===== config.mk =====
export PLATFORM = sky130hd
export DESIGN_NAME = bst_tap
export DESIGN_NICKNAME = d
export VERILOG_FILES = /design/src/rtl/bst_fsm.v /design/src/rtl/bst_sync.v /design/src/rtl/bst_tap.v
export VERILOG_INCLUDE_DIRS = /design/src /design/src/rtl
export SDC_FILE = /design/constraint.sdc
export NUM_CORES = 1
export LEC_CHECK = 0
export BUFFER_PORTS_ARGS = -buffer_cell sky130_fd_sc_hd__clkbuf_2
export CAP_MARGIN = 40
export CORE_MARGIN = 4
export CORE_UTILIZATION = 57
export CTS_CLUSTER_DIAMETER = 100
export DETAILED_ROUTE_END_ITERATION = 8
export PLACE_DENSITY = 0.88
export SYNTH_ARGS = -nofsm -noshare
export SYNTH_HDL_FRONTEND = slang
export SYNTH_SLANG_ARGS = --single-unit
export TNS_END_PERCENT = 20

===== constraint.sdc =====
create_clock -name i_clk_sys -period 2.8 [get_ports i_clk_sys]
set_input_delay 0.28 -clock i_clk_sys [delete_from_list [all_inputs] [get_ports i_clk_sys]]
set_output_delay 0.28 -clock i_clk_sys [all_outputs]
set_load 0.02 [all_outputs]

===== src/rtl/bst_map.vh =====
// Constants for the boundary scan test access port
// How it works
// - IR 8, bypass 1, ID 32, boundary 113 bits
// - ID bit 0 always reads one
// - ID bits 11:1 hold manufacturer code
// - ID bits 31:28 die revision, width code
// - Extest captures ring, boundary chain selected
// - Sample/preload captures ring, boundary chain selected
// - ID code loads ID, ID selected
// - Clamp selects bypass, outputs from boundary
// - High-Z selects bypass, outputs floated
// - Bypass code selects one-bit bypass
// - Unused boundary cells read back zero
// - Sample/preload snapshots balls in capture-DR
`ifndef BST_MAP_VH
`define BST_MAP_VH
// ----------------------------------------
// Register lengths
// ----------------------------------------
`define BST_IR_LEN 8
`define BST_ID_LEN 32
`define BST_BSR_LEN 113
// ----------------------------------------
// Instruction codes
// ----------------------------------------
`define BST_OP_EXTEST 8'h00
`define BST_OP_IDCODE 8'h21
`define BST_OP_SAMPLE 8'h05
`define BST_OP_CLAMP 8'h07
`define BST_OP_HIGHZ 8'h03
`define BST_OP_BYPASS 8'hff
// ----------------------------------------
// Identification field positions
// ----------------------------------------
`define BST_ID_PRESENT_BIT 0
`define BST_ID_MFR_LSB 1
`define BST_ID_MFR_MSB 11
`define BST_ID_DEV_LSB 12
`define BST_ID_DEV_MSB 27
`define BST_ID_REV_LSB 28
`define BST_ID_REV_MSB 31
// Instruction register capture pattern
`define BST_IR_CAPTURE 8'h01
`endif


===== src/rtl/bst_fsm.v =====
// Standard sixteen-state TAP controller
`timescale 1ns/10ps
`default_nettype none
module bst_fsm
(
    // Clock and reset
    input wire i_clk_sys,
    input wire i_rst_b,
    // Rising TCK event and TMS level
    input wire i_tck_rise,
    input wire i_tms,
    // Current state
    output wire [3:0] o_state
);
    // State codes
    localparam ST_RESET = 4'h0;
    localparam ST_IDLE = 4'h1;
    localparam ST_SEL_DR = 4'h2;
    localparam ST_CAP_DR = 4'h3;
    localparam ST_SH_DR = 4'h4;
    localparam ST_EX1_DR = 4'h5;
    localparam ST_PA_DR = 4'h6;
    localparam ST_EX2_DR = 4'h7;
    localparam ST_UP_DR = 4'h8;
    localparam ST_SEL_IR = 4'h9;
    localparam ST_CAP_IR = 4'ha;
    localparam ST_SH_IR = 4'hb;
    localparam ST_EX1_IR = 4'hc;
    localparam ST_PA_IR = 4'hd;
    localparam ST_EX2_IR = 4'he;
    localparam ST_UP_IR = 4'hf;
    reg [3:0] state_q; // Present state
    reg [3:0] state_d; // Next state
    // ----------------------------------------
    // Next state from TMS
    // ----------------------------------------
    always @*
    begin
        case (state_q)
            ST_RESET: state_d = i_tms ? ST_RESET : ST_IDLE;
            ST_IDLE: state_d = i_tms ? ST_SEL_DR : ST_IDLE;
            ST_SEL_DR: state_d = i_tms ? ST_SEL_IR : ST_CAP_DR;
            ST_CAP_DR: state_d = i_tms ? ST_EX1_DR : ST_SH_DR;
            ST_SH_DR: state_d = i_tms ? ST_EX1_DR : ST_SH_DR;
            ST_EX1_DR: state_d = i_tms ? ST_UP_DR : ST_PA_DR;
            ST_PA_DR: state_d = i_tms ? ST_EX2_DR : ST_PA_DR;
            ST_EX2_DR: state_d = i_tms ? ST_UP_DR : ST_SH_DR;
            ST_UP_DR: state_d = i_tms ? ST_SEL_DR : ST_IDLE;
            ST_SEL_IR: state_d = i_tms ? ST_RESET : ST_CAP_IR;
            ST_CAP_IR: state_d = i_tms ? ST_EX1_IR : ST_SH_IR;
            ST_SH_IR: state_d = i_tms ? ST_EX1_IR : ST_SH_IR;
            ST_EX1_IR: state_d = i_tms ? ST_UP_IR : ST_PA_IR;
            ST_PA_IR: state_d = i_tms ? ST_EX2_IR : ST_PA_IR;
            ST_EX2_IR: state_d = i_tms ? ST_UP_IR : ST_SH_IR;
            ST_UP_IR: state_d = i_tms ? ST_SEL_DR : ST_IDLE;
            default: state_d = ST_RESET;
        endcase
    end
    // ----------------------------------------
    // Advance on rising TCK only
    // ----------------------------------------
    always @(posedge i_clk_sys or negedge i_rst_b)
    begin
        if (!i_rst_b)
            state_q <= ST_RESET;
        else if (i_tck_rise)
            state_q <= state_d;
    end
    assign o_state = state_q;
endmodule // bst_fsm
`default_nettype wire


===== src/rtl/bst_sync.v =====
// Two-flop synchroniser for pin inputs
`timescale 1ns/10ps
`default_nettype none
module bst_sync
(
    // Clock and reset
    input wire i_clk_sys,
    input wire i_rst_b,
    // Asynchronous level
    input wire i_async,
    // Synchronised level
    output wire o_sync
);
    reg meta_q; // First stage, read only by second
    reg sync_q; // Second stage
    // ----------------------------------------
    // Two flops
    // ----------------------------------------
    always @(posedge i_clk_sys or negedge i_rst_b)
    begin
        if (!i_rst_b)
        begin
            meta_q <= 1'b0;
            sync_q <= 1'b0;
        end
        else
        begin
            meta_q <= i_async;
            sync_q <= meta_q;
        end
    end
    assign o_sync = sync_q;
endmodule // bst_sync
`default_nettype wire


===== src/rtl/bst_tap.v =====
// Boundary scan test access port, top level
`timescale 1ns/10ps
`default_nettype none
`include "bst_map.vh"
module bst_tap
#(
    parameter BSR_LEN = `BST_BSR_LEN,
    // Arbitrary neutral identity values
    parameter [10:0] MFR_CODE = 11'h2aa,
    parameter [15:0] DEVICE_CODE = 16'h1234,
    parameter [1:0] DIE_REVISION_CODE = 2'h0,
    parameter [1:0] WIDTH_CODE = 2'h0,
    // Cells tied to a ball; others read zero
    parameter [BSR_LEN-1:0] USED_CELLS = {BSR_LEN{1'b1}}
)
(
    // Clock and reset
    input wire i_clk_sys,
    input wire i_rst_b,
    // Test pins from the board controller
    input wire i_tck,
    input wire i_tms,
    input wire i_tdi,
    output wire o_tdo,
    output wire o_tdo_oe_b,
    // Ball values seen by the I/O ring
    input wire [BSR_LEN-1:0] i_ring,
    // Ball control towards the I/O ring
    output wire [BSR_LEN-1:0] o_ring_data,
    output wire o_ring_override,
    output wire o_ring_hiz,
    // Current instruction
    output wire [7:0] o_instr
);
    // TAP state codes, matching the controller
    localparam ST_RESET = 4'h0;
    localparam ST_CAP_DR = 4'h3;
    localparam ST_SH_DR = 4'h4;
    localparam ST_UP_DR = 4'h8;
    localparam ST_CAP_IR = 4'ha;
    localparam ST_SH_IR = 4'hb;
    localparam ST_UP_IR = 4'hf;
    localparam IRL = `BST_IR_LEN;
    localparam IDL = `BST_ID_LEN;

    // ----------------------------------------
    // Timing overview
    // ----------------------------------------
    // All test pins sampled by the system clock
    // Each pin passes two flops before use
    // TCK edge seen about three clocks late
    // TMS and TDI delayed by the same amount
    // Hence both stay aligned with the seen edge
    // TCK high and low need three clocks each
    // Slower system clock would miss TCK edges
    // TDO moves one clock after a seen fall
    // TDO then held until the next seen fall
    // Enable low only across the shift states
    // TDO not floated; enable goes to the pad
    // Ring snapshot also two flops deep
    // Balls must settle before Capture-DR
    // A moving ball may capture either level
    // No state besides the TAP is kept here

    // ----------------------------------------
    // Pin synchronisers
    // ----------------------------------------
    wire tck_s; // Synchronised TCK
    wire tms_s; // Synchronised TMS
    wire tdi_s; // Synchronised TDI
    bst_sync u_sync_tck (.i_clk_sys(i_clk_sys), .i_rst_b(i_rst_b), .i_async(i_tck),
        .o_sync(tck_s));
    bst_sync u_sync_tms (.i_clk_sys(i_clk_sys), .i_rst_b(i_rst_b), .i_async(i_tms),
        .o_sync(tms_s));
    bst_sync u_sync_tdi (.i_clk_sys(i_clk_sys), .i_rst_b(i_rst_b), .i_async(i_tdi),
        .o_sync(tdi_s));

    // Ring snapshot, two flops per ball
    // Bits may settle on different clocks
    // Only a stable ring gives a clean capture
    reg [BSR_LEN-1:0] ring_m_q; // First stage
    reg [BSR_LEN-1:0] ring_s_q; // Second stage
    always @(posedge i_clk_sys or negedge i_rst_b)
    begin
        if (!i_rst_b)
        begin
            ring_m_q <= {BSR_LEN{1'b0}};
            ring_s_q <= {BSR_LEN{1'b0}};
        end
        else
        begin
            ring_m_q <= i_ring;
            ring_s_q <= ring_m_q;
        end
    end

    // ----------------------------------------
    // TCK edge detection
    // ----------------------------------------
    // Reset value matches the idle low TCK
    // Hence no false edge right after reset
    // Edge events last exactly one system clock
    reg tck_prev_q; // Previous TCK level
    always @(posedge i_clk_sys or negedge i_rst_b)
    begin
        if (!i_rst_b)
            tck_prev_q <= 1'b0;
        else
            tck_prev_q <= tck_s;
    end
    wire tck_rise = tck_s & ~tck_prev_q; // Rising edge event
    wire tck_fall = ~tck_s & tck_prev_q; // Falling edge event

    // ----------------------------------------
    // TAP controller
    // ----------------------------------------
    wire [3:0] state; // Present TAP state
    bst_fsm u_fsm (.i_clk_sys(i_clk_sys), .i_rst_b(i_rst_b), .i_tck_rise(tck_rise),
        .i_tms(tms_s), .o_state(state));

    // ----------------------------------------
    // Instruction register
    // ----------------------------------------
    reg [IRL-1:0] ir_sh_q; // Shift stage
    reg [IRL-1:0] ir_q; // Active instruction
    always @(posedge i_clk_sys or negedge i_rst_b)
    begin
        if (!i_rst_b)
        begin
            ir_sh_q <= {IRL{1'b0}};
            ir_q <= `BST_OP_IDCODE;
        end
        else if (tck_rise)
        begin
            case (state)
                ST_RESET:
                begin
                    // Reset selects ID
                    ir_q <= `BST_OP_IDCODE;
                end
                ST_CAP_IR:
                begin
                    // Fixed pattern, low bit out first
                    ir_sh_q <= `BST_IR_CAPTURE;
                end
                ST_SH_IR:
                begin
                    // LSB first towards TDO
                    ir_sh_q <= {tdi_s, ir_sh_q[IRL-1:1]};
                end
                ST_UP_IR:
                begin
                    // New instruction takes effect
                    ir_q <= ir_sh_q;
                end
                default:
                begin
                    // Hold active instruction
                    ir_q <= ir_q;
                end
            endcase
        end
    end

    // ----------------------------------------
    // Instruction effects
    // ----------------------------------------
    // Extest: boundary chain, balls untouched
    // Sample/preload: boundary chain, balls untouched
    // ID code: identification register
    // Clamp: bypass, balls from update latches
    // High-Z: bypass, balls floated
    // Bypass: one-bit bypass register
    // Any other code falls back to bypass
    // Instruction decode
    wire op_extest = (ir_q == `BST_OP_EXTEST);
    wire op_sample = (ir_q == `BST_OP_SAMPLE);
    wire op_idcode = (ir_q == `BST_OP_IDCODE);
    wire op_clamp = (ir_q == `BST_OP_CLAMP);
    wire op_highz = (ir_q == `BST_OP_HIGHZ);
    // Boundary chain selected by Extest and Sample/preload
    wire sel_bsr = op_extest | op_sample;
    // ID selected by ID code; codes selecting neither chain use bypass
    wire sel_id = op_idcode;

    // ----------------------------------------
    // Identification value
    // ----------------------------------------
    wire [IDL-1:0] id_value;
    assign id_value[`BST_ID_PRESENT_BIT] = 1'b1;
    assign id_value[`BST_ID_MFR_MSB:`BST_ID_MFR_LSB] = MFR_CODE;
    assign id_value[`BST_ID_DEV_MSB:`BST_ID_DEV_LSB] = DEVICE_CODE;
    assign id_value[`BST_ID_REV_MSB:`BST_ID_REV_LSB] =
        {DIE_REVISION_CODE, WIDTH_CODE};

    // ----------------------------------------
    // Data registers
    // ----------------------------------------
    reg bypass_q; // One-bit bypass
    reg [IDL-1:0] id_sh_q; // ID shift stage
    reg [BSR_LEN-1:0] bsr_q; // Boundary shift stage
    reg [BSR_LEN-1:0] bsr_upd_q; // Boundary update latches
    always @(posedge i_clk_sys or negedge i_rst_b)
    begin
        if (!i_rst_b)
        begin
            bypass_q <= 1'b0;
            id_sh_q <= {IDL{1'b0}};
            bsr_q <= {BSR_LEN{1'b0}};
            bsr_upd_q <= {BSR_LEN{1'b0}};
        end
        else if (tck_rise)
        begin
            case (state)
                ST_CAP_DR:
                begin
                    // Bypass always captures zero
                    // Unused cells capture zero via the mask
                    bypass_q <= 1'b0;
                    if (sel_id)
                        id_sh_q <= id_value;
                    if (sel_bsr)
                        bsr_q <= ring_s_q & USED_CELLS;
                end
                ST_SH_DR:
                begin
                    // All chains shift LSB first
                    bypass_q <= tdi_s;
                    if (sel_id)
                        id_sh_q <= {tdi_s, id_sh_q[IDL-1:1]};
                    // No mask here: bits must pass unused cells intact
                    // Masking would zero every bit above an unused cell
                    if (sel_bsr)
                        bsr_q <= {tdi_s, bsr_q[BSR_LEN-1:1]};
                end
                ST_UP_DR:
                begin
                    if (sel_bsr)
                        bsr_upd_q <= bsr_q; // Preload for later clamp
                end
                default:
                begin
                    bypass_q <= bypass_q;
                end
            endcase
        end
    end

    // ----------------------------------------
    // Serial output mux
    // ----------------------------------------
    reg tdo_bit; // Bit presented this shift
    always @*
    begin
        if (state == ST_SH_IR)
        begin
            tdo_bit = ir_sh_q[0]; // Instruction scan
        end
        else if (sel_bsr)
        begin
            tdo_bit = bsr_q[0]; // Boundary chain
        end
        else if (sel_id)
        begin
            tdo_bit = id_sh_q[0]; // Identification
        end
        else
        begin
            tdo_bit = bypass_q;
        end
    end
    wire shifting = (state == ST_SH_IR) || (state == ST_SH_DR);

    // TDO retimed on falling TCK
    reg tdo_q; // Output data
    reg tdo_oe_b_q; // Output enable, low drives
    always @(posedge i_clk_sys or negedge i_rst_b)
    begin
        if (!i_rst_b)
        begin
            tdo_q <= 1'b0;
            tdo_oe_b_q <= 1'b1;
        end
        else if (tck_fall)
        begin
            tdo_q <= tdo_bit;
            tdo_oe_b_q <= ~shifting;
        end
    end
    assign o_tdo = tdo_q;
    assign o_tdo_oe_b = tdo_oe_b_q;

    // ----------------------------------------
    // Ball control
    // ----------------------------------------
    // Update latches feed the balls when clamped
    // Override and float come from the decode alone
    // Extest and Sample/preload leave balls untouched
    // Instruction also visible for the ring logic
    assign o_ring_data = bsr_upd_q;
    assign o_ring_override = op_clamp;
    assign o_ring_hiz = op_highz;
    assign o_instr = ir_q;
endmodule // bst_tap
`default_nettype wire


Word-level counts from Yosys, hierarchy flattened

Index checks and enable logic that the tools add are counted.

Equality and inequality tests: 23
Multiplexer cells: 25
Bitwise logic cells: 6
Reductions and logical operators: 15

Operators by type and width:

| kind                                                                   | count |
|---|---|
| 113-bit two-way mux                                                    | 2 |
| 113-bit one-hot mux with 2 select lines                                | 1 |
| 32-bit two-way mux                                                     | 2 |
| 32-bit one-hot mux with 2 select lines                                 | 1 |
| 4-bit one-hot mux with 12 select lines                                 | 1 |
| 4-bit equality test (second input constant)                            | 8 |
| 8-bit one-hot mux with 2 select lines                                  | 2 |
| 4-bit by 3-bit equality test with 1-bit output (second input constant) | 4 |
| 8-bit by 3-bit equality test with 1-bit output (second input constant) | 2 |
| 4-bit two-way mux                                                      | 4 |
| 4-bit by 2-bit equality test with 1-bit output (second input constant) | 2 |
| 8-bit by 2-bit equality test with 1-bit output (second input constant) | 1 |
| 8-bit by 6-bit equality test with 1-bit output (second input constant) | 1 |
| 8-bit logical NOT                                                      | 1 |
| 2-bit != test (second input constant)                                  | 4 |
| 4-bit AND reduction                                                    | 2 |
| 1-bit two-way mux                                                      | 6 |
| 2-bit two-way mux                                                      | 3 |
| 3-bit two-way mux                                                      | 2 |
| 2-bit AND reduction                                                    | 3 |
| 2-bit nonzero test                                                     | 3 |
| 4-bit by 1-bit equality test with 1-bit output (second input constant) | 1 |
| 4-bit logical NOT                                                      | 1 |
| 2-bit OR reduction                                                     | 2 |
| 7 further kinds                                                        | 10 |

Bits in registers: 514
Input port bits: 118
Output and inout port bits: 125
Logic and storage cells: 87

Depth between registers and ports, before layout

Gate-level depths: netlist (run 1).

Depth in word-level cells: 4
Depth in mapped cells: 7

By module

From an unflattened synthesis (run 1), not the netlist that was laid out.

Cells, all modules: 1109
Area total of the unflattened synthesis: 18345.1 um2

By module, submodules not included:

| module   | instances | cells an instance | area an instance (um2) | sequential area each (um2) |
|---|---|---|---|---|
| bst_tap  | 1         | 1056              | 17794.6                | 12615.8 |
| bst_fsm  | 1         | 47                | 400.4                  | 100.1 |
| bst_sync | 3         | 2                 | 50.0                   | 50.0 |

Worst setup path after synthesis (run 1)

OpenSTA, ideal clock, no wires.

Path kind: flip-flop to flip-flop
From: register u_fsm.state_q[0], in the netlist u_fsm.o_state[0]
To: register bsr_q[89]
Data arrival time: 2.114 ns
Data required time: 2.673 ns
Path slack: 0.559 ns
Cell stages (with the launch flop): 8
Buffers on the path: 3
Clock period less this slack: 2.241 ns
Cell sequence: dfrtp_1 buf_2 or3_1 nor2_2 buf_4 buf_2 mux2_2 mux2_1

Cells in the longest elaborated chain, start to end: 3
Elaborated cells between the ends (all ways): 7
Those cells by class: eq/ne (4); mux (1); reduce/logical (2)

RTL lines:

| item                                                                                                             | line          | text |
|---|---|---|
| start: declaration                                                                                               | bst_fsm.v:32  | `reg [3:0] state_q;` |
| start signal: assignment                                                                                         | bst_fsm.v:67  | `state_q <= state_d;` |
| 4-bit by 2-bit equality test with 1-bit output or 4-bit by 3-bit equality test with 1-bit output (tied branches) | bst_tap.v:214 | `case (state)` |
| 2-bit != test (no line) or 2-bit nonzero test (tied branches)                                                    | n/a           |  |
| 4-bit AND reduction (no line)                                                                                    | n/a           |  |
| end signal: assignment                                                                                           | bst_tap.v:209 | `bsr_q <= {BSR_LEN{1'b0}};` |
| end signal: assignment                                                                                           | bst_tap.v:223 | `bsr_q <= ring_s_q & USED_CELLS;` |
| end signal: assignment                                                                                           | bst_tap.v:234 | `bsr_q <= {tdi_s, bsr_q[BSR_LEN-1:1]};` |
| end: declaration                                                                                                 | bst_tap.v:201 | `reg [BSR_LEN-1:0] bsr_q;` |

Parallel ways exist; a longest one is shown, timed or not.
A chain may end at the register's enable or synchronous reset.

Worst setup path in the final report (run 1)

From: register u_fsm.state_q[1], in the netlist u_fsm.o_state[1]
To: register bsr_q[18]

Same word-level chain as after synthesis.

==> results by group, run 1 <==
Status
  – Status: completed

Critical path
  – Worst reg2reg path endpoint: bsr_q[18]
  – Max FO, Critical Path: 72
  – CP Launch Type: register
  – Critical path type: reg -> reg
  – Worst path required time: 3.23 ns
  – CP arrival: 3.02 ns
  – Reg2reg start: u_fsm.o_state[1]
  – Critical path endpoint category: register
  – Worst-case reg-to-reg path depth: 5
  – Reg2reg setup slack: 0.21 ns

Clock tree
  – CTS max path bufs: 3
  – CTS Buf Count: 49
  – Clk Latency, worst-skew pair: 0.56 ns
  – Clk root buf: clkbuf_16
  – Setup bufs post-CTS: 0
  – CTS tree: done
  – Clk sinks: 514
  – PostCTS Resize Cnt: 0
  – Cts hold-fix bufs: 117
  – CTS clk-pin slew, worst paths: 0.07 ns
  – H-Tree Depth: 2

Power and ir drop
  – Cell-internal power: 0.0131 W
  – Sequential share of power: 0.471
  – Sw Share: 0.244
  – Power density cells: 754 mW/mm2
  – Leakage: 11.2 nW
  – Combinational power share: 0.136
  – Clock power frac: 0.393
  – Switch Pwr: 0.00423 W
  – Max rail drop VDD: 0.638 mV

Floorplan
  – Die Area: 0.0352 mm2
  – Core Footprint: 0.0316 mm2
  – Die span in y: 188 um
  – Placement Rows: 65
  – Die W: 188 um
  – Ports: 243
  – Initial Util: 0.581

Placement
  – Placed Cells: 1731
  – Dpl hpwl: 22.5 mm
  – Port buffer count: 242
  – GPL Wtd Cong: 0.786

Layout
  – Fillers: 1761
  – Diode count: 0
  – Share of layout cells above drive strength 1: 0.428
  – Register area: 0.0129 mm2
  – Non-Filler Instances: 1937
  – Multi-input gate area: 0.00503 mm2
  – Layout area overhead: 24.9%
  – # nets final: 1615

Timing
  – Slew Limit Fails: 0
  – Fmax: 0.386 GHz
  – Slew margin rel.: 0.566
  – Min Tclk post-route: 2.59 ns
  – RSZ-0062 raised after global routing: false
  – Final setup violation count: 0
  – Final Hold Fails: 0
  – Worst slew pin tran: 0.651 ns
  – Skew final: 0.0136 ns
  – Tcrit/Tclk final: 0.924
  – TNS Setup: 0 ns

Global route
  – All-Layer GR Usage: 0.231
  – First-pass GRT wire length: 64.7 mm
  – Largest net degree at the start of global routing: 78
  – Vias in the first global route: 11600
  – Grt total ovfl: 0
  – Initial antenna violation count: 0

Synthesis
  – Most common library cells after synthesis: dfrtp_1, mux2_2, nand2_1, mux2_1, inv_1
  – Main synth FF type: dfrtp_1
  – Syn Nets: 1229
  – Top-count cell post-synth: dfrtp_1
  – Synth Instances: 1111
  – Sequential share of the synthesized area: 0.700
  – Synthesized cell area: 0.0184 mm2
  – Synth warn: 0
  – Yosys top cell by area: dfrtp_1
  – Post-synth ARST share: 1.00
  – Unique cell type count in the Yosys netlist: 46
  – Mean Syn Cell Area: 16.5 um2
  – Number of flops mapped to enable cells by yosys: 0
  – Area contributors post-synth: dfrtp_1, mux2_2, mux2_1
  – Synthesis-stage register bit count: 514
  – Share of the synthesized area in the top cell type: 0.696

Drt
  – Vias: 10300
  – Routed WL: 40.2 mm
  – Final antenna-violating net count: 0
  – DR iter-0 viols: 530
  – DRC viols: 0
  – WL per Instance: 20.7 um
  – Vias per cell: 5.33
  – Pre-antenna DRT Iters: 5

Worst hold path
  – Class of the worst hold path: in -> async

Run
  – Max-Cap Viols: 0
[worst max path at each step]
| stage | from | to | slack [ns] | cells after the start |
|---|---|---|---|---|
| after global routing | u_fsm.o_state[1] | bsr_q[18] | 0.13 | 5 |
| after detailed placement | u_fsm.o_state[1] | bsr_q[71] | 0.26 | 5 |
| after floorplan | u_fsm.o_state[0] | bsr_q[89] | 0.56 | 7 |
| final | u_fsm.o_state[1] | bsr_q[18] | 0.21 | 5 |
| after global placement | u_fsm.o_state[1] | bsr_q[15] | 0.35 | 5 |
| after CTS | u_fsm.o_state[1] | bsr_q[18] | 0.25 | 5 |
[logic make-up (layout without fill, tap and decap cells)]
logic type,after synthesis,after routing,share of synthesized area
xor+xnor,2,2,0.000954
simple gates,103,103,0.0270
buf+inv,78,502,0.0264
flops,514,514,0.700
mux,371,371,0.230
compound gates,43,43,0.0152
[worst max-delay path, stage by stage (launching register included)]
cell and delay, ns:
dfrtp_1 0.52, or3b_1 0.43, a211o_1 0.38, nor2_4 0.20
buf_12 0.38, mux2_2 0.43
[power by group through the flow]
| stage | clock (W) | sequential (W) | combinational [W] |
|---|---|---|---|
| floorplan | 0 | 0.00818 | 0.00153 |
| global placement | 0 | 0.00824 | 0.00210 |
| detailed placement | 0 | 0.00827 | 0.00219 |
| CTS | 0.00685 | 0.00814 | 0.00235 |
| global route | 0.00725 | 0.00819 | 0.00256 |
| finish | 0.00679 | 0.00815 | 0.00236 |
[registers in the layout (all words and copies together) (netlist names), 4 cells and up]
name	flops
ring_s_q	113
o_ring_data	113
ir_sh_q	8
bsr_q	113
ring_m_q	113
o_instr	8
u_fsm.o_state	4
id_sh_q	32
[per-layer routing]
metal / GRT usage / wire, um / vias to the layer above
li1: - / - / 4606
met1: 0.280 / 15500 / 5317
met2: 0.412 / 21200 / 298
met3: 0.0462 / 1940 / 101
met4: 0.0881 / 1500 / 0
met5: 0 / 0 / -
[stage by stage]
| stage | utilization | setup WS, ns | total power [W] | hold WS, ns | instance area (um2) |
|---|---|---|---|---|---|
| after floorplan | - | 0.559 | 0.00972 | -0.0156 | 18400 |
| after global routing | 0.725 | 0.134 | 0.0180 | 0.350 | 22900 |
| after global placement | 0.635 | 0.349 | 0.0103 | 0.305 | 20100 |
| final | 0.725 | 0.212 | 0.0173 | 0.288 | 22900 |
| after CTS | 0.725 | 0.252 | 0.0173 | 0.318 | 22900 |
| after detailed placement | 0.635 | 0.258 | 0.0105 | 0.316 | 20100 |
[cell usage in the layout, fill, tap and decap left out, types with 4 or more instances in the layout]
cell type,n
nand2_1,55
clkinv_2,11
nand2b_1,5
clkbuf_8,13
a22o_1,6
buf_4,13
inv_1,27
clkbuf_2,241
dlygate4sd3_1,117
bufinv_16,4
dfrtp_1,511
nor2_1,9
mux2_1,54
mux2_2,276
clkbuf_1,6
mux2_4,20
a21oi_1,7
nand3_1,5
nand4_1,4
o21ai_0,16
mux2i_1,21
or3_1,4
clkbuf_16,50
buf_12,14
nor2b_1,7
[layout make-up]
cell class / instances / area share
clock inverters: 20 / 0.00971
multi-input cells: 519 / 0.219
repair buffers: 386 / 0.121
inverters: 27 / 0.00442
flip-flops and latches: 514 / 0.561
clock buffers: 69 / 0.0633
well taps: 402 / 0.0219
Note: power is estimated with default switching activity, not from simulation.
==> run 2, diff against run 1 <==
==> constraint.sdc (replaced) <==
create_clock -name i_clk_sys -period 2.4 [get_ports i_clk_sys]
set_input_delay 0.24 -clock i_clk_sys [delete_from_list [all_inputs] [get_ports i_clk_sys]]
set_output_delay 0.24 -clock i_clk_sys [all_outputs]
set_load 0.02 [all_outputs]
==> results by group, run 2 (same netlist as run 1, synthesis figures left out) <==
Drt
  – M1 WL: 15.8 mm (+2.1%)
  – Routed WL: 40.9 mm (+1.9%)
  – Vias per cell: 5.37 (+0.70%)
  – Met3 WL: 1.88 mm (-3.5%)
  – Vias: 10500 (+1.6%)
  – Met2 WL: 22.0 mm (+3.9%)
  – Top sig layer: met4
  – DR iter-0 viols: 518 (-2.3%)
  – DRC viols: 0 (unchanged)
  – WL per Instance: 20.9 um (+0.95%)
  – Final antenna-violating net count: 0 (unchanged)
  – Pre-antenna DRT Iters: 5 (unchanged)

Power and ir drop
  – Overall Power: 0.0203 W (+18%)
  – Max rail drop VDD: 0.669 mV (+4.8%)
  – Leakage: 11.3 nW (+0.80%)
  – Power density cells: 876 mW/mm2 (+16%)

Critical path
  – Critical path endpoint category: register
  – Critical path type: reg -> reg
  – Reg2reg setup slack: 0.1 ns (-0.11 ns)
  – CP arrival: 2.70 ns (-0.32 ns)
  – Reg2reg start: u_fsm.o_state[1]
  – CP Launch Type: register
  – Critical Path Source: u_fsm.o_state[1]
  – Worst path required time: 2.80 ns (-0.43 ns)
  – Worst-case reg-to-reg path depth: 6 (+1)
  – Max FO, Critical Path: 18 (-75%)
  – Worst setup path endpoint: bsr_q[80]
  – Worst reg2reg path endpoint: bsr_q[80]

Global route
  – Largest net degree at the start of global routing: 71 (-9.0%)
  – All-Layer GR Usage: 0.234 (+0.00326)
  – First-pass GRT wire length: 66.1 mm (+2.1%)
  – Vias in the first global route: 11900 (+2.0%)
  – Initial antenna violation count: 5 (+5)
  – Grt total ovfl: 0 (unchanged)

Floorplan
  – Die W: 188 um (unchanged)
  – Die span in y: 188 um (unchanged)
  – Die Area: 0.0352 mm2 (unchanged)
  – Initial Util: 0.581 (unchanged)
  – Ports: 243 (unchanged)
  – Placement Rows: 65 (unchanged)
  – Core Footprint: 0.0316 mm2 (unchanged)

Placement
  – Port buffer count: 242 (unchanged)
  – Placed Cells: 1745 (+0.81%)
  – Dpl hpwl: 24.1 mm (+7.2%)
  – GPL Wtd Cong: 0.796 (+1.3%)

Timing
  – Skew final: 0.0212 ns (+0.00759 ns)
  – Min Tclk post-route: 2.30 ns (-0.287 ns)
  – Fmax: 0.435 GHz (+12%)
  – Slew Limit Fails: 0 (unchanged)
  – Slew margin rel.: 0.583 (+0.0163)
  – Tcrit/Tclk final: 0.959 (+0.0345)
  – Final Hold Fails: 0 (unchanged)
  – TNS Setup: 0 ns (unchanged)
  – Worst slew pin tran: 0.626 ns (-0.0245 ns)
  – Final setup violation count: 0 (unchanged)
  – RSZ-0062 raised after global routing: false

Clock tree
  – CTS clk-pin slew, worst paths: 0.06 ns (about the same)
  – Clk root buf: clkbuf_16
  – CTS Buf Count: 49 (unchanged)
  – CTS max path bufs: 3 (unchanged)
  – Clk sinks: 514 (unchanged)
  – Clk Latency, worst-skew pair: 0.55 ns (about the same)
  – H-Tree Depth: 2 (unchanged)
  – CTS tree: done
  – PostCTS Resize Cnt: 0 (unchanged)

Worst hold path
  – Class of the worst hold path: in -> async

Layout
  – Most frequent cells in the layout: dfrtp_1, mux2_2, clkbuf_2, dlygate4sd3_1, nand2_1
  – Share of layout cells above drive strength 1: 0.430 (+0.00157)
  – Commonest non-fill, non-tap cell in the layout: dfrtp_1
  – Non-Filler Instances: 1955 (+0.93%)
  – Layout area overhead: 26.4%
  – # nets final: 1629 (+0.87%)

Status
  – Status: completed

Run
  – Max-Cap Viols: 0 (unchanged)
==> run 2: routing by layer <==
metal  track usage  up-vias
met4        0.0728        0
li1              -     4628
met2         0.424      318
met3        0.0411       82
met5             0        -
met1         0.289     5463
==> run 2: worst max-delay path: stages, from the launching register on <==
cell,delay (ns)
dfrtp_1,0.40
or3b_1,0.39
a211o_1,0.39
nor2_4,0.19
buf_12,0.21
buf_4,0.19
mux2_1,0.38
==> run 2: worst min-delay path by stage <==
stage	start	endpoint	slack, ns	depth (start not counted)
6_report	i_rst_b	ring_s_q[89]	0.28	2
5_1_grt	i_rst_b	o_ring_data[85]	0.30	2
4_1_cts	i_rst_b	o_ring_data[87]	0.30	2
3_5_place_dp	i_rst_b	o_ring_data[87]	0.25	1
3_3_place_gp	i_rst_b	ring_s_q[89]	0.26	1
2_1_floorplan	i_rst_b	bsr_q[0]	-0.06	0
==> run 2: what timing repair did <==
item | CTS | global route
buffers inserted | 0 | 0
endpoints found under the hold margin | 166 | 0
endpoints found under the setup margin | 0 | 0
hold buffers | 117 | 0
==> run 2: area by class of cell <==
cell class	count	area, um2
Fill cell	1731	8420
Clock inverter	19	273
Antenna cell	5	12.5
Sequential cell	514	12900
Tap cell	402	503
Multi-Input combinational cell	519	5030
Timing Repair Buffer	400	3030
Inverter	27	101
Clock buffer	69	1400
==> run 2: metrics by stage <==
stage / util / setup slack (ns) / hold slack [ns] / cell area, um2
after global placement: 0.643 / 0.211 / 0.260 / 20400
after CTS: 0.733 / 0.141 / 0.301 / 23200
after global routing: 0.734 / 0.0169 / 0.304 / 23200
after floorplan: - / 0.159 / -0.0556 / 18400
final: 0.734 / 0.0988 / 0.279 / 23200
after detailed placement: 0.643 / 0.173 / 0.254 / 20400
==> run 2: power breakdown <==
part | total (W) | internal [W] | switching, W
sequential | 0.00947 | 0.00919 | 0.000278
combinational | 0.00290 | 0.00149 | 0.00141
clock | 0.00798 | 0.00473 | 0.00325
total | 0.0203 | 0.0154 | 0.00494
==> run 3, diff against run 2 <==
--- a/config.mk
+++ b/config.mk
@@ -15,5 +15,6 @@
 export PLACE_DENSITY = 0.88
 export SYNTH_ARGS = -nofsm -noshare
 export SYNTH_HDL_FRONTEND = slang
+export SYNTH_HIERARCHICAL = 1
 export SYNTH_SLANG_ARGS = --single-unit
 export TNS_END_PERCENT = 20
==> results by group, run 3 <==
Status
  – Status: completed

Placement
  – Dpl hpwl: 23.0 mm (-4.5%)
  – Pre-CTS WS: 0.0661 ns (-0.107 ns)
  – GPL Wtd Cong: 0.817 (+2.7%)
  – Port buffer count: 242 (unchanged)

Layout
  – Layout area overhead: 25.3%
  – # nets final: 1622 (-0.43%)
  – Final Util: 0.727 (-0.00708)
  – Share of layout cells above drive strength 1: 0.415 (-0.0148)
  – Commonest non-fill, non-tap cell in the layout: dfrtp_1
  – Most frequent cells in the layout: dfrtp_1, mux2_2, clkbuf_2, dlygate4sd3_1, mux2_1

Drt
  – Vias per cell: 5.35 (-0.31%)
  – DR iter-0 viols: 704 (+36%)
  – WL per Instance: 20.0 um (-4.2%)
  – DRC viols: 0 (unchanged)
  – Top sig layer: met4
  – Pre-antenna DRT Iters: 5 (unchanged)
  – Met3 WL: 2.01 mm (+7.4%)
  – Final antenna-violating net count: 0 (unchanged)
  – Met2 WL: 20.3 mm (-8.1%)
  – M1 WL: 15.3 mm (-3.6%)
  – Vias: 10400 (-0.97%)
  – Routed WL: 38.9 mm (-4.9%)

Critical path
  – Max FO, Critical Path: 39 (+21)
  – Worst path required time: 2.82 ns (+0.02 ns)
  – Critical path endpoint category: register
  – CP Launch Type: register
  – Critical Path Source: o_instr[4]
  – CP arrival: 2.79 ns (+0.09 ns)
  – Critical path type: reg -> reg
  – Reg2reg start: o_instr[4]

Floorplan
  – Ports: 243 (unchanged)
  – Die W: 187 um (about the same)
  – Placement Rows: 65 (unchanged)
  – Die Area: 0.0351 mm2 (-0.13%)
  – Core Footprint: 0.0316 mm2 (unchanged)
  – Die span in y: 187 um (about the same)
  – Initial Util: 0.580 (-0.000791)

Clock tree
  – Clk sinks: 514 (unchanged)
  – Clk Latency, worst-skew pair: 0.56 ns (about the same)
  – Setup bufs post-CTS: 0 (unchanged)
  – CTS max path bufs: 3 (unchanged)
  – H-Tree Depth: 2 (unchanged)
  – Clk root buf: clkbuf_16
  – CTS tree: done
  – CTS clk-pin slew, worst paths: 0.06 ns (about the same)
  – CTS Buf Count: 49 (unchanged)

Global route
  – Initial antenna violation count: 2 (-3)
  – Grt total ovfl: 0 (unchanged)
  – All-Layer GR Usage: 0.226 (-0.00792)
  – Vias in the first global route: 11600 (-2.5%)
  – First-pass GRT wire length: 63.7 mm (-3.5%)
  – Largest net degree at the start of global routing: 93 (+31%)

Synthesis
  – Post-synth ARST share: 1.00 (unchanged)
  – Main synth FF type: dfrtp_1
  – Post-Synth XOR/XNOR Area: 0.000955 (+0.00000130)
  – Synth Area in Adders: 0 (unchanged)
  – Yosys top cell by area: dfrtp_1
  – Synthesized cell area: 0.0183 mm2 (-0.14%)
  – Synth warn: 6 (+6)
  – Mux cell area share after synthesis: 0.226 (-0.00385)
  – Largest family of logic cells by synthesized area: multiplexers
  – Most common library cells after synthesis: dfrtp_1, mux2_2, mux2_1, nand2_1, inv_1
  – Synth Instances: 1109 (-0.18%)
  – Sequential share of the synthesized area: 0.701 (+0.000955)
  – Number of flops mapped to enable cells by yosys: 0 (unchanged)
  – Share of the synthesized area in the top cell type: 0.697 (+0.000950)
  – Mean Syn Cell Area: 16.5 um2 (about the same)
  – Synthesis-stage register bit count: 514 (unchanged)
  – Unique cell type count in the Yosys netlist: 52 (+13%)
  – Simple-gate area share of the yosys netlist: 0.0280 (+0.000924)
  – Area contributors post-synth: dfrtp_1, mux2_2, mux2_1
  – Top-count cell post-synth: dfrtp_1
  – Compound-Gate Fraction of Synth Area: 0.0141 (-0.00107)
  – Syn Nets: 1227 (-0.16%)

Timing
  – RSZ-0062 raised after global routing: true
  – Slew margin rel.: 0.693 (+0.111)
  – Final Worst Setup Slack: 0.0252 ns (-0.0736 ns)
  – Tcrit/Tclk final: 0.990 (+0.0307)
  – Final setup violation count: 0 (unchanged)
  – Worst slew pin tran: 0.459 ns (-0.168 ns)
  – Fmax: 0.421 GHz (-3.1%)
  – Final Hold Fails: 0 (unchanged)
  – Min Tclk post-route: 2.37 ns (+0.0736 ns)
  – Skew final: 0.0178 ns (-0.00341 ns)
  – Slew Limit Fails: 0 (unchanged)

Power and ir drop
  – Leakage: 11.3 nW (about the same)
  – Max rail drop VDD: 0.645 mV (-3.5%)
  – Overall Power: 0.0207 W (+1.6%)
  – Power density cells: 899 mW/mm2 (+2.6%)

Worst hold path
  – Class of the worst hold path: in -> async

Run
  – Max-Cap Viols: 0 (unchanged)
==> run 3: cell count changes after synthesis, sizes merged, moves of 3 or more <==
cell / change
or3: -3
inv: +10
nor2b: -3
nand2: -17
nand3: +3
and4b: +3
o21ai: -7
==> run 3: report_power, final <==
| group | leakage [nW] | internal (W) | switching, W |
|---|---|---|---|
| Sequential | 6.57 | 0.00945 | 0.000512 |
| Combinational | 3.92 | 0.00168 | 0.00143 |
| Clock | 0.796 | 0.00442 | 0.00318 |
==> run 3: metrics by stage <==
| stage | setup TNS [ns] | instance area (um2) | hold WS (ns) | instances |
|---|---|---|---|---|
| final | 0 | 23000 | 0.190 | 1942 |
| after CTS | 0 | 23000 | 0.185 | 1940 |
| after floorplan | 0 | 18300 | -0.0556 | 1109 |
| after detailed placement | 0 | 20200 | 0.183 | 1738 |
| after global routing | -0.0551 | 23000 | 0.205 | 1942 |
| after global placement | 0 | 20200 | 0.183 | 1738 |
==> run 3: area by class of cell <==
class                           count  area, um2
Clock inverter                     16        188
Tap cell                          402        503
Fill cell                        1803       8640
Antenna cell                        2       5.00
Clock buffer                       69       1410
Inverter                           37        139
Multi-Input combinational cell    505       4960
Timing Repair Buffer              397       2920
Sequential cell                   514      12900
==> run 3: worst paths after layout <==
| kind | endpoint | slack [ns] | depth (start not counted) |
|---|---|---|---|
| worst max-delay path | o_ring_data[69] | 0.03 | 5 |
| worst min-delay path | ring_s_q[77] | 0.19 | 2 |
| worst max register to register | o_ring_data[69] | 0.03 | 5 |
| worst min register to register | ring_s_q[20] | 0.34 | 0 |
| max in group asynchronous | o_instr[0] | 1.39 | 3 |
| min in group i_clk_sys | ring_m_q[6] | 0.31 | 2 |
==> run 3: repair_timing <==
action,CTS,global route
hold buffers,117,0
endpoints found under the hold margin,219,0
resized for setup,0,1
setup endpoints to repair,0,34
==> run 3: metal layers <==
layer  up-vias  track usage
met5         -            0
met4         0       0.0853
met3        95       0.0489
met2       303        0.392
met1      5363        0.283
li1       4628            -
==> run 3: logic make-up (layout without fill, tap and decap cells) <==
family	count (synthesis)	count (layout)
flip-flops	514	514
other	0	2
AND/OR/NAND/NOR	95	95
XOR/XNOR	2	2
AO/OA/AOI/OAI	37	37
buffers and inverters	90	519
multiplexers	371	371
==> run 3: critical path, stage by stage (launching register included) <==
cell and delay [ns]:
dfrtp_1 0.40, or4_1 0.57, nor3_2 0.26, and4_4 0.32, buf_12 0.24, mux2_1 0.39
